$ cat src/spm_pkg.sv
// constants for the serial peripheral port
package spm_pkg;
   // register indices; byte address is four times the index
   localparam logic [9:0] STAT_IDX = 10'h0E1;
   localparam logic [9:0] CTRL_IDX = 10'h0E2;
   localparam logic [9:0] DATA_IDX = 10'h0E3;
   localparam logic [9:0] CFG_IDX  = 10'h0E4;
   localparam logic [9:0] MASK_IDX = 10'h0E5;
   // control fields
   localparam int CTRL_SELECT_IGNORE_BIT = 7;
   localparam int CTRL_EN   = 6;
   localparam int CTRL_ORD  = 5;
   localparam int CTRL_MASTER_SELECT_BIT = 4;
   localparam int CTRL_CPOL = 3;
   localparam int CTRL_CPHA = 2;
   localparam int CTRL_RATE = 0;
   localparam logic [7:0] CTRL_RST = 8'h04;
   // status and mask fields
   localparam int STAT_DONE = 7;
   localparam int STAT_WRITE_COLLISION_FLAG = 6;
   // config fields
   localparam int CFG_SELOUT = 0;
   localparam int CFG_PIE    = 1;
   localparam int CFG_GIE    = 2;
   localparam logic [2:0] CFG_RST = 3'h0;
   // clock divisors per rate code
   localparam int DIV_R0 = 4;
   localparam int DIV_R1 = 16;
   localparam int DIV_R2 = 64;
   localparam int DIV_R3 = 128;
   // link rate ceiling and the core clock
   localparam int CLK_KHZ      = 40000;
   localparam int LINK_MAX_KBPS = 3000;
   // least core cycles per serial half bit at the ceiling
   localparam int LINK_MIN_HALF =
      (CLK_KHZ + 2 * LINK_MAX_KBPS - 1) / (2 * LINK_MAX_KBPS);
   localparam logic [3:0] LAST_EDGE = 4'hF;
   typedef enum logic [1:0] {
      ST_IDLE = 2'b01,
      ST_XFER = 2'b10
   } spm_state_t;
endpackage : spm_pkg

$ cat src/spm_port.sv
// serial peripheral port, master or slave, with an apb register file
//
// Design decision made here: register access over APB.
`timescale 1ns/1ps
// Behaviour
// - The port exchanges data both ways at once and acts as master or slave.
// - The link runs at up to 10 Mbit/s as master (core clock over 4) and up to 3 Mbit/s as slave.
// - Master-to-slave data goes on mosi and slave-to-master data on miso.
// - The serial clock pin is driven as master and only read as slave.
// - With the port disabled (the reset state) no serial pin is driven.
// - A slave takes part in a transfer only while its select input is low or select-ignore is set.
// - The select input is ignored while the port is disabled.
// - The select input is ignored as master with the select pin an output.
// - With select-ignore set the role comes from master-select alone.
// - A low select on a master with select input live turns it slave.
// - Control holds ignore, enable, order, master, polarity, phase, rate.
// - The master clock divides the core clock by 4, 16, 64 or 128.
// - Polarity sets the idle level and phase picks the sampling edge.
// - Order set sends the lsb first, clear sends the msb first.
// - A data write mid-transfer flags a collision; flags clear by a one.
module spm_port (
   input  wire logic        clk,
   input  wire logic        rst,
   input  wire logic        psel,
   input  wire logic        penable,
   input  wire logic        pwrite,
   input  wire logic [11:0] paddr,
   input  wire logic [31:0] pwdata,
   output logic      [31:0] prdata,
   output logic             pready,
   output logic             pslverr,
   input  wire logic        sck_i,
   output logic             sck_o,
   output logic             sck_oe,
   input  wire logic        mosi_i,
   output logic             mosi_o,
   output logic             mosi_oe,
   input  wire logic        miso_i,
   output logic             miso_o,
   output logic             miso_oe,
   input  wire logic        ss_n_i,
   output logic             ss_pin_port,
   output logic             irq
);
   function automatic logic hit(input logic [11:0] a,
                                input logic [9:0]  idx);
      return a[11:2] == idx;
   endfunction : hit

   function automatic logic [6:0] half_of(input logic [1:0] r);
      unique case (r)
         2'h0: return 7'(spm_pkg::DIV_R0 / 2);
         2'h1: return 7'(spm_pkg::DIV_R1 / 2);
         2'h2: return 7'(spm_pkg::DIV_R2 / 2);
         2'h3: return 7'(spm_pkg::DIV_R3 / 2);
      endcase
   endfunction : half_of

   logic [7:0]         ctrl, next_ctrl;
   logic [2:0]         cfg, next_cfg;
   logic [1:0]         mask, next_mask;
   logic               done, next_done;
   logic               write_collision_flag, next_write_collision_flag;
   logic [31:0]        next_prdata;
   logic               next_pready, next_pslverr, next_irq;
   spm_pkg::spm_state_t state, next_state;
   logic [7:0]         sh, next_sh;
   logic [6:0]         cnt, next_cnt;
   logic [3:0]         ecnt, next_ecnt;
   logic               dout, next_dout;
   logic               sck_prev;
   logic               next_sck, next_sck_oe, next_mosi_oe;
   logic               next_miso_oe, next_ss_pin_port;

   logic en, select_ignore_bit, ord, master_select_bit, cpol, cpha, selout;
   logic req, acc, wr, wr_ctrl, wr_data, wr_stat, mapped;
   logic fault, is_master, slv_sel, busy;
   logic tick, m_lead, m_trail, s_edge, lead, trail;
   logic samp, drv, inb, edge_ev;

   // ---------------- register bus ----------------
   always_comb begin
      en     = ctrl[spm_pkg::CTRL_EN];
      select_ignore_bit   = ctrl[spm_pkg::CTRL_SELECT_IGNORE_BIT];
      ord    = ctrl[spm_pkg::CTRL_ORD];
      master_select_bit   = ctrl[spm_pkg::CTRL_MASTER_SELECT_BIT];
      cpol   = ctrl[spm_pkg::CTRL_CPOL];
      cpha   = ctrl[spm_pkg::CTRL_CPHA];
      selout = cfg[spm_pkg::CFG_SELOUT];
      req    = psel & penable & ~pready;
      acc    = psel & penable & pready;
      wr     = acc & pwrite;
      wr_ctrl = wr & hit(paddr, spm_pkg::CTRL_IDX);
      wr_data = wr & hit(paddr, spm_pkg::DATA_IDX);
      wr_stat = wr & hit(paddr, spm_pkg::STAT_IDX);
      mapped  = hit(paddr, spm_pkg::STAT_IDX)
              | hit(paddr, spm_pkg::CTRL_IDX)
              | hit(paddr, spm_pkg::DATA_IDX)
              | hit(paddr, spm_pkg::CFG_IDX)
              | hit(paddr, spm_pkg::MASK_IDX);
      // one wait state: answer lands the cycle after the access phase opens
      next_pready  = req;
      next_pslverr = req & ~mapped;
      next_prdata  = 32'h0000_0000;
      if (req & ~pwrite) begin
         if (hit(paddr, spm_pkg::STAT_IDX)) begin
            next_prdata[spm_pkg::STAT_DONE] = done;
            next_prdata[spm_pkg::STAT_WRITE_COLLISION_FLAG] = write_collision_flag;
         end
         if (hit(paddr, spm_pkg::CTRL_IDX))
            next_prdata[7:0] = ctrl;
         if (hit(paddr, spm_pkg::DATA_IDX))
            next_prdata[7:0] = sh;
         if (hit(paddr, spm_pkg::CFG_IDX))
            next_prdata[2:0] = cfg;
         if (hit(paddr, spm_pkg::MASK_IDX)) begin
            next_prdata[spm_pkg::STAT_DONE] = mask[1];
            next_prdata[spm_pkg::STAT_WRITE_COLLISION_FLAG] = mask[0];
         end
      end
      next_cfg  = cfg;
      next_mask = mask;
      if (wr & hit(paddr, spm_pkg::CFG_IDX))
         next_cfg = pwdata[2:0];
      if (wr & hit(paddr, spm_pkg::MASK_IDX))
         next_mask = {pwdata[spm_pkg::STAT_DONE],
                      pwdata[spm_pkg::STAT_WRITE_COLLISION_FLAG]};
   end

   // ---------------- serial engine ----------------
   always_comb begin
      // select is live only when none of the ignore cases hold
      fault = en & master_select_bit & ~select_ignore_bit & ~selout & ~ss_n_i;
      is_master = en & master_select_bit & ~fault;
      slv_sel = en & ~master_select_bit & (select_ignore_bit | ~ss_n_i);
      busy = state == spm_pkg::ST_XFER;
      // master divider only runs inside a transfer
      tick = is_master & busy & (cnt == half_of(ctrl[1:0]) - 7'd1);
      m_lead  = tick & (sck_o == cpol);
      m_trail = tick & (sck_o != cpol);
      // slave sees one edge per core cycle at most, hence the rate ceiling
      s_edge = slv_sel & (sck_i != sck_prev);
      lead  = is_master ? m_lead : s_edge & (sck_i != cpol);
      trail = is_master ? m_trail : s_edge & (sck_i == cpol);
      samp  = cpha ? trail : lead;
      drv   = cpha ? lead : trail;
      inb   = is_master ? miso_i : mosi_i;
      edge_ev = lead | trail;

      next_state = state;
      next_ctrl  = ctrl;
      next_sh    = sh;
      next_cnt   = cnt;
      next_ecnt  = ecnt;
      next_dout  = dout;
      next_sck   = sck_o;
      next_done  = done;
      next_write_collision_flag  = write_collision_flag;

      if (wr_ctrl)
         next_ctrl = pwdata[7:0];
      if (wr_stat & pwdata[spm_pkg::STAT_DONE])
         next_done = 1'b0;
      if (wr_stat & pwdata[spm_pkg::STAT_WRITE_COLLISION_FLAG])
         next_write_collision_flag = 1'b0;

      if (is_master & busy)
         next_cnt = tick ? 7'd0 : cnt + 7'd1;
      if (tick)
         next_sck = ~sck_o;

      if (samp)
         next_sh = ord ? {inb, sh[7:1]} : {sh[6:0], inb};
      if (drv)
         next_dout = ord ? sh[0] : sh[7];

      unique case (state)
         spm_pkg::ST_IDLE: begin
            next_cnt  = 7'd0;
            next_ecnt = 4'd0;
            next_sck  = cpol;
            if (wr_data) begin
               next_sh = pwdata[7:0];
               if (is_master)
                  next_state = spm_pkg::ST_XFER;
            end
            if (s_edge & ~is_master) begin
               next_state = spm_pkg::ST_XFER;
               next_ecnt  = 4'd1;
            end
            // phase 0 presents the first bit before the first edge
            if (~cpha & ~edge_ev)
               next_dout = ord ? next_sh[0] : next_sh[7];
         end
         spm_pkg::ST_XFER: begin
            if (wr_data)
               next_write_collision_flag = 1'b1;
            if (edge_ev) begin
               next_ecnt = ecnt + 4'd1;
               if (ecnt == spm_pkg::LAST_EDGE) begin
                  next_state = spm_pkg::ST_IDLE;
                  next_done  = 1'b1;
                  next_sck   = cpol;
               end
            end
            // a dropped select or a disable abandons the word
            if (~en | (~is_master & ~slv_sel))
               next_state = spm_pkg::ST_IDLE;
         end
      endcase

      if (fault) begin
         next_ctrl[spm_pkg::CTRL_MASTER_SELECT_BIT] = 1'b0;
         next_done  = 1'b1;
         next_state = spm_pkg::ST_IDLE;
      end

      // pins are ordinary port pins while the port is off
      next_sck_oe  = is_master;
      next_mosi_oe = is_master;
      next_miso_oe = slv_sel & ~fault;
      next_ss_pin_port = ~en | select_ignore_bit | (master_select_bit & selout);
      // a set mask bit keeps its flag off the interrupt line
      next_irq = cfg[spm_pkg::CFG_PIE] & cfg[spm_pkg::CFG_GIE]
               & ((done & ~mask[1]) | (write_collision_flag & ~mask[0]));
   end

   always_ff @(posedge clk) begin
      if (rst) begin
         ctrl        <= spm_pkg::CTRL_RST;
         cfg         <= spm_pkg::CFG_RST;
         mask        <= 2'h0;
         done        <= 1'b0;
         write_collision_flag        <= 1'b0;
         prdata      <= 32'h0000_0000;
         pready      <= 1'b0;
         pslverr     <= 1'b0;
         state       <= spm_pkg::ST_IDLE;
         sh          <= 8'h00;
         cnt         <= 7'h00;
         ecnt        <= 4'h0;
         dout        <= 1'b0;
         sck_prev    <= 1'b0;
         sck_o       <= 1'b0;
         sck_oe      <= 1'b0;
         mosi_oe     <= 1'b0;
         miso_oe     <= 1'b0;
         ss_pin_port <= 1'b1;
         irq         <= 1'b0;
      end else begin
         ctrl        <= next_ctrl;
         cfg         <= next_cfg;
         mask        <= next_mask;
         done        <= next_done;
         write_collision_flag        <= next_write_collision_flag;
         prdata      <= next_prdata;
         pready      <= next_pready;
         pslverr     <= next_pslverr;
         state       <= next_state;
         sh          <= next_sh;
         cnt         <= next_cnt;
         ecnt        <= next_ecnt;
         dout        <= next_dout;
         sck_prev    <= sck_i;
         sck_o       <= next_sck;
         sck_oe      <= next_sck_oe;
         mosi_oe     <= next_mosi_oe;
         miso_oe     <= next_miso_oe;
         ss_pin_port <= next_ss_pin_port;
         irq         <= next_irq;
      end
   end

   // both data pins carry the same shifted bit; the enables pick the pin
   assign mosi_o = dout;
   assign miso_o = dout;
endmodule : spm_port

$ cat config.mk
export PLATFORM = sky130hd
export DESIGN_NAME = spm_port
export DESIGN_NICKNAME = d
export VERILOG_FILES = /design/src/spm_pkg.sv /design/src/spm_port.sv
export SDC_FILE = /design/constraint.sdc
export NUM_CORES = 1
export LEC_CHECK = 0
export BUFFER_PORTS_ARGS = -buffer_cell sky130_fd_sc_hd__clkbuf_2
export CAP_MARGIN = 0
export CORE_MARGIN = 2
export CORE_UTILIZATION = 55
export DETAILED_ROUTE_END_ITERATION = 8
export PLACE_DENSITY = 0.84
export SETUP_SLACK_MARGIN = 0.15
export SYNTH_ARGS = -nofsm -noshare
export SYNTH_HDL_FRONTEND = slang
export SYNTH_SLANG_ARGS = --single-unit
$ cat constraint.sdc
create_clock -name clk -period 5.1 [get_ports clk]
set_input_delay 0.765 -clock clk [delete_from_list [all_inputs] [get_ports clk]]
set_output_delay 0.765 -clock clk [all_outputs]
set_load 0.03 [all_outputs]
Yosys cells after proc, flatten, opt, wreduce, memory -nomap -nowiden
Cells that the tools add are included.

Word-level logic and storage cells: 157. Flip-flop bits (word level): 77.

Add/sub/neg operators: 3. Muxes and demuxes: 43. Reduce and logical (&&, ||, !) cells: 5. Bitwise gates (word level): 63. Equal/unequal tests: 22.

Operator list (number): $eq A10 B8 Y1 const B (5); $mux W8 (6); $and A1 B1 Y1 (36); $pmux W7 S4 (1); $mux W1 (22); $not A1 Y1 (17); $mux W2 (8); $or A1 B1 Y1 (10); $pmux W4 S2 (1); $add A7 B1 Y7 const B (1); $eq A7 B7 Y1 (1); $mux W7 (1); $sub A7 B1 Y7 const B (1); $eq A2 B2 Y1 const B (3); $ne A3 B1 Y1 const B (2); $ne A3 B3 Y1 const B (2); $reduce_or A2 Y1 (3); $add A4 B1 Y4 const B (1); $eq A2 B1 Y1 const B (2); $eq A4 B4 Y1 const B (1); $mux W4 (1); $pmux W2 S2 (1); $reduce_and A4 Y1 (1); $mux W3 (1); 5 further kinds (8).

Longest topological paths before layout
Depth in word-level cells: 16. Mapped depth: 9.

Worst setup path before layout
OpenSTA, ideal clock, no wires.

Path kind: input to register. Start: in paddr[5]. End: reg ctrl[2]. Arrival time: 2.295 ns. Data required time: 4.980 ns. Stages: 7. Library setup time: 0.120 ns. Path slack: 2.685 ns. Cell sequence: or3b_1 -> nor4_2 -> nand4_1 -> nor3b_1 -> buf_2 -> nor2b_1 -> a211o_1.

Cells in the longest elaborated chain, start to end: 2.

Ends and longest elaborated chain: from (decl) (RTL line spm_port.sv:27) `input wire logic [11:0] paddr,`; $eq A10 B8 Y1 (RTL line spm_port.sv:47) `return a[11:2] == idx;`; $and A1 B1 Y1 (RTL line spm_port.sv:93) `wr_ctrl = wr & hit(paddr, spm_pkg::CTRL_IDX);`; to (signal assigned) (RTL line spm_port.sv:230) `ctrl <= spm_pkg::CTRL_RST;`; to (signal assigned) (RTL line spm_port.sv:251) `ctrl <= next_ctrl;`; to (decl) (RTL line spm_port.sv:59) `logic [7:0] ctrl, next_ctrl;`.

No other way between the ends. A chain may end at the register's enable or synchronous reset.

Final worst setup path
Start: in paddr[5]. End: reg sh[5].

Cells in the longest elaborated chain, start to end: 4.

Ends and longest elaborated chain: $eq A10 B8 Y1 (RTL line spm_port.sv:47); $and A1 B1 Y1 (RTL line spm_port.sv:94) `wr_data = wr & hit(paddr, spm_pkg::DATA_IDX);`; $mux W8 (RTL line spm_port.sv:182) `if (wr_data) begin`; $mux W8 (RTL line spm_port.sv:177) `unique case (state)`; to (signal assigned) (RTL line spm_port.sv:260) `sh <= next_sh;`; to (decl) (RTL line spm_port.sv:67) `logic [7:0] sh, next_sh;`.

No other way between the ends.

==> results.ini <==
[sta]
finalMaxSlewViolations = 0
fmax_mhz = 371
rsz0062_at_grt = no
max-slew-margin-rel_pct = 51.9
hold_ws_ns = 0.492
setup_violations = 0
fin_crit_ns = 2.69
finalClockSkew_ns = 0.00609
worst_pin_slew_ns = 0.715
period_share_pct = 52.8
tns_ns = 0
fin_ws_ns = 2.41
hold_viol = 0

[pwr]
clkPwrFrac_pct = 32.2
p_seq_share_pct = 59.0
power.leakage_nw = 1.10
swShare_pct = 25.4
combPwrFrac_pct = 8.8
powerDensity_mw_per_mm2 = 226
p_sw_uw = 179
intPower_uw = 524
ir_drop_mv = 0.157
total_power_uw = 703

[yosys]
yosys.area.top_type = dfxtp_1
yosysWarnings = 0
synth-edff-count = 0
yosysUniqueCellTypes = 53
synth.avg_cell_area_sq_um = 8.64
synthCells = 335
syn_area_sq_mm = 0.00290
netlist.area_leader.share_pct = 36.6
ys_seq_area_share_pct = 36.6
synth_ff_type = dfxtp_1
synth_area_leaders = dfxtp_1 (37%), mux2i_1 (9.7%), buf_4 (7.0%)
ys_async_sr_fraction_pct = 0
ys_ff_latch = 53

[die]
io_pins = 95
rows = 26
die_w_um = 76.6
coreArea_sq_mm = 0.00511
start_util_pct = 56.7
dieArea_sq_mm = 0.00586
die_h_um = 76.6

[worst_setup_path]
worstSetupPathType = input pin to flip-flop
setup.worst_path.start_class = input pin
crit_path_start = paddr[5]
ff2ff_setup_slack_ns = 2.59
cp_max_fo = 11
reg2reg_from = ctrl[4]$_SDFFE_PP0P_
crit_arrival_ns = 2.86
r2r_cells = 7
cp.required_ns = 5.27
cp-end-kind = flip-flop
r2r_end = sh[7]$_SDFF_PP0_

[layout]
fin_nets = 422
layout-drive-gt1-share_pct = 17.7
instances_no_fill = 438
diodes = 0
area_growth_pct = 7.56
post-route-util_pct = 61.0
final_cell_area_sq_mm = 0.00311

[placed_design]
dp_hpwl_um = 4320
place_area_sq_mm = 0.00303
place_ws_ns = 2.15
port_buffers = 44
gp_congestion = 0.772
dpl.cell_count = 430

[flow_run]
maxCapViolations = 0

[clocking]
ctsHoldBuffers = 0
clk_latency_ns = 0.31
cts_setup_buffers = 0
cts.repair.resized = 0
clock_tree.root_cell = clkbuf_8
clk_path_buf_depth = 2
clkSlewWorstSetupHoldPaths_ns = 0.09
cts_tree = done
cts_sinks = 53
h-tree-depth = 2
cts_buffers = 5

[grt]
grt_pass1_wl_um = 9740
grt-ovfl-total = 0
antenna_found_initial = 0
grt_max_degree = 38
first_global_vias = 2010
grt_usage_pct = 20.6

[status]
outcome = completed

[min_path]
min_path_type = flip-flop to flip-flop
min_delay_path_depth = 2
hold_end = irq$_SDFF_PP0_
min_from = cfg[2]$_SDFFE_PP0P_

[detailed_routing]
dr_total_vias = 2369
wl_per_cell_um = 13.6
first_pass_iters = 4
totalWireLength_um = 5950
drtAntennaViolNets = 0
drc = 0
viasPerCell = 5.41
first_iter_violations = 215

## power groups by stage
stage                     clock network [mW]  logic [mW]  registers [mW]
final                                  0.227      0.0616           0.415
after global routing                   0.252      0.0660           0.415
after CTS                              0.234      0.0612           0.415
after detailed placement                   0      0.0609           0.425
after global placement                     0      0.0602           0.425
after floorplan                            0      0.0575           0.426
## routing by layer
| layer | global-route usage (%) | share of wire [%] |
|---|---|---|
| met1 | 27.7 | 45 |
| met4 | 6.00 | 1.2 |
| met5 | 0 | 0 |
| met2 | 34.2 | 48 |
| met3 | 3.32 | 6.2 |
## cell families after synthesis
kind of cell,count (synthesis),share of synthesized area (%)
AO/OA/AOI/OAI,59,15.6
other,1,0.130
adder cells (fa/ha/maj),2,0.864
buffers and inverters,53,10.5
multiplexers,30,10.5
AND/OR/NAND/NOR,127,22.8
XOR/XNOR,10,3.02
flip-flops,53,36.6
## critical path, cell delays in order
cell      delay (ns)
clkbuf_2        0.07
or3b_1          0.38
nor4_2          0.35
and4_1          0.34
nand4_1         0.41
nand2b_1        0.40
o22ai_1         0.14
## worst max path at each step
stage / depth (start not counted) / slack (ns) / endpoint
3_3_place_gp: 7 / 2.23 / sh[4]$_SDFF_PP0_
6_report: 7 / 2.41 / sh[5]$_SDFF_PP0_
3_5_place_dp: 7 / 2.15 / sh[5]$_SDFF_PP0_
2_1_floorplan: 7 / 2.69 / ctrl[2]$_SDFFE_PP1P_
5_1_grt: 7 / 2.27 / sh[5]$_SDFF_PP0_
4_1_cts: 7 / 2.47 / sh[5]$_SDFF_PP0_
## cell usage in the layout, fill, tap and decap left out, types with 3 or more instances in the layout
cell,count
dfxtp_1,53
nor2_1,44
clkbuf_2,44
mux2i_1,28
conb_1,24
nand2_1,17
nor3_1,13
nand2b_1,12
inv_1,10
a21oi_1,10
nand3_1,10
nor2b_1,7
o22ai_1,7
o21ai_1,7
a22oi_1,7
nand4_1,6
xnor2_1,5
xor2_1,5
a31oi_1,5
clkbuf_8,5
o21ai_0,4
or3_1,3
## final cells by class
class                      instances  area [sq um]
fill                             454          1990
clock buffer                       6          72.6
sequential                        53          1060
multi-input combinational        252          1620
timing repair buffer              45           228
tap                               70          87.6
inverter                          10          37.5
clock inverter                     2          10.0
## synthesized netlist by cell type, types with 3 or more instances
cell      number
dfxtp_1       53
nor2_1        44
mux2i_1       28
buf_4         27
nand2_1       17
clkbuf_1      14
nor3_1        13
nand2b_1      12
a21oi_1       10
inv_1         10
nand3_1       10
a22oi_1        7
nor2b_1        7
o21ai_1        7
o22ai_1        7
nand4_1        6
a31oi_1        5
xnor2_1        5
xor2_1         5
o21ai_0        4
or3_1          3
## state kept, by name (all words and copies together) (netlist names), 2 cells and up
name / flops
cfg: 3
cnt: 7
ctrl: 8
ecnt: 4
mask: 2
prdata: 8
sh: 8
state: 2
No activity file was read; power rests on OpenSTA's default activity.
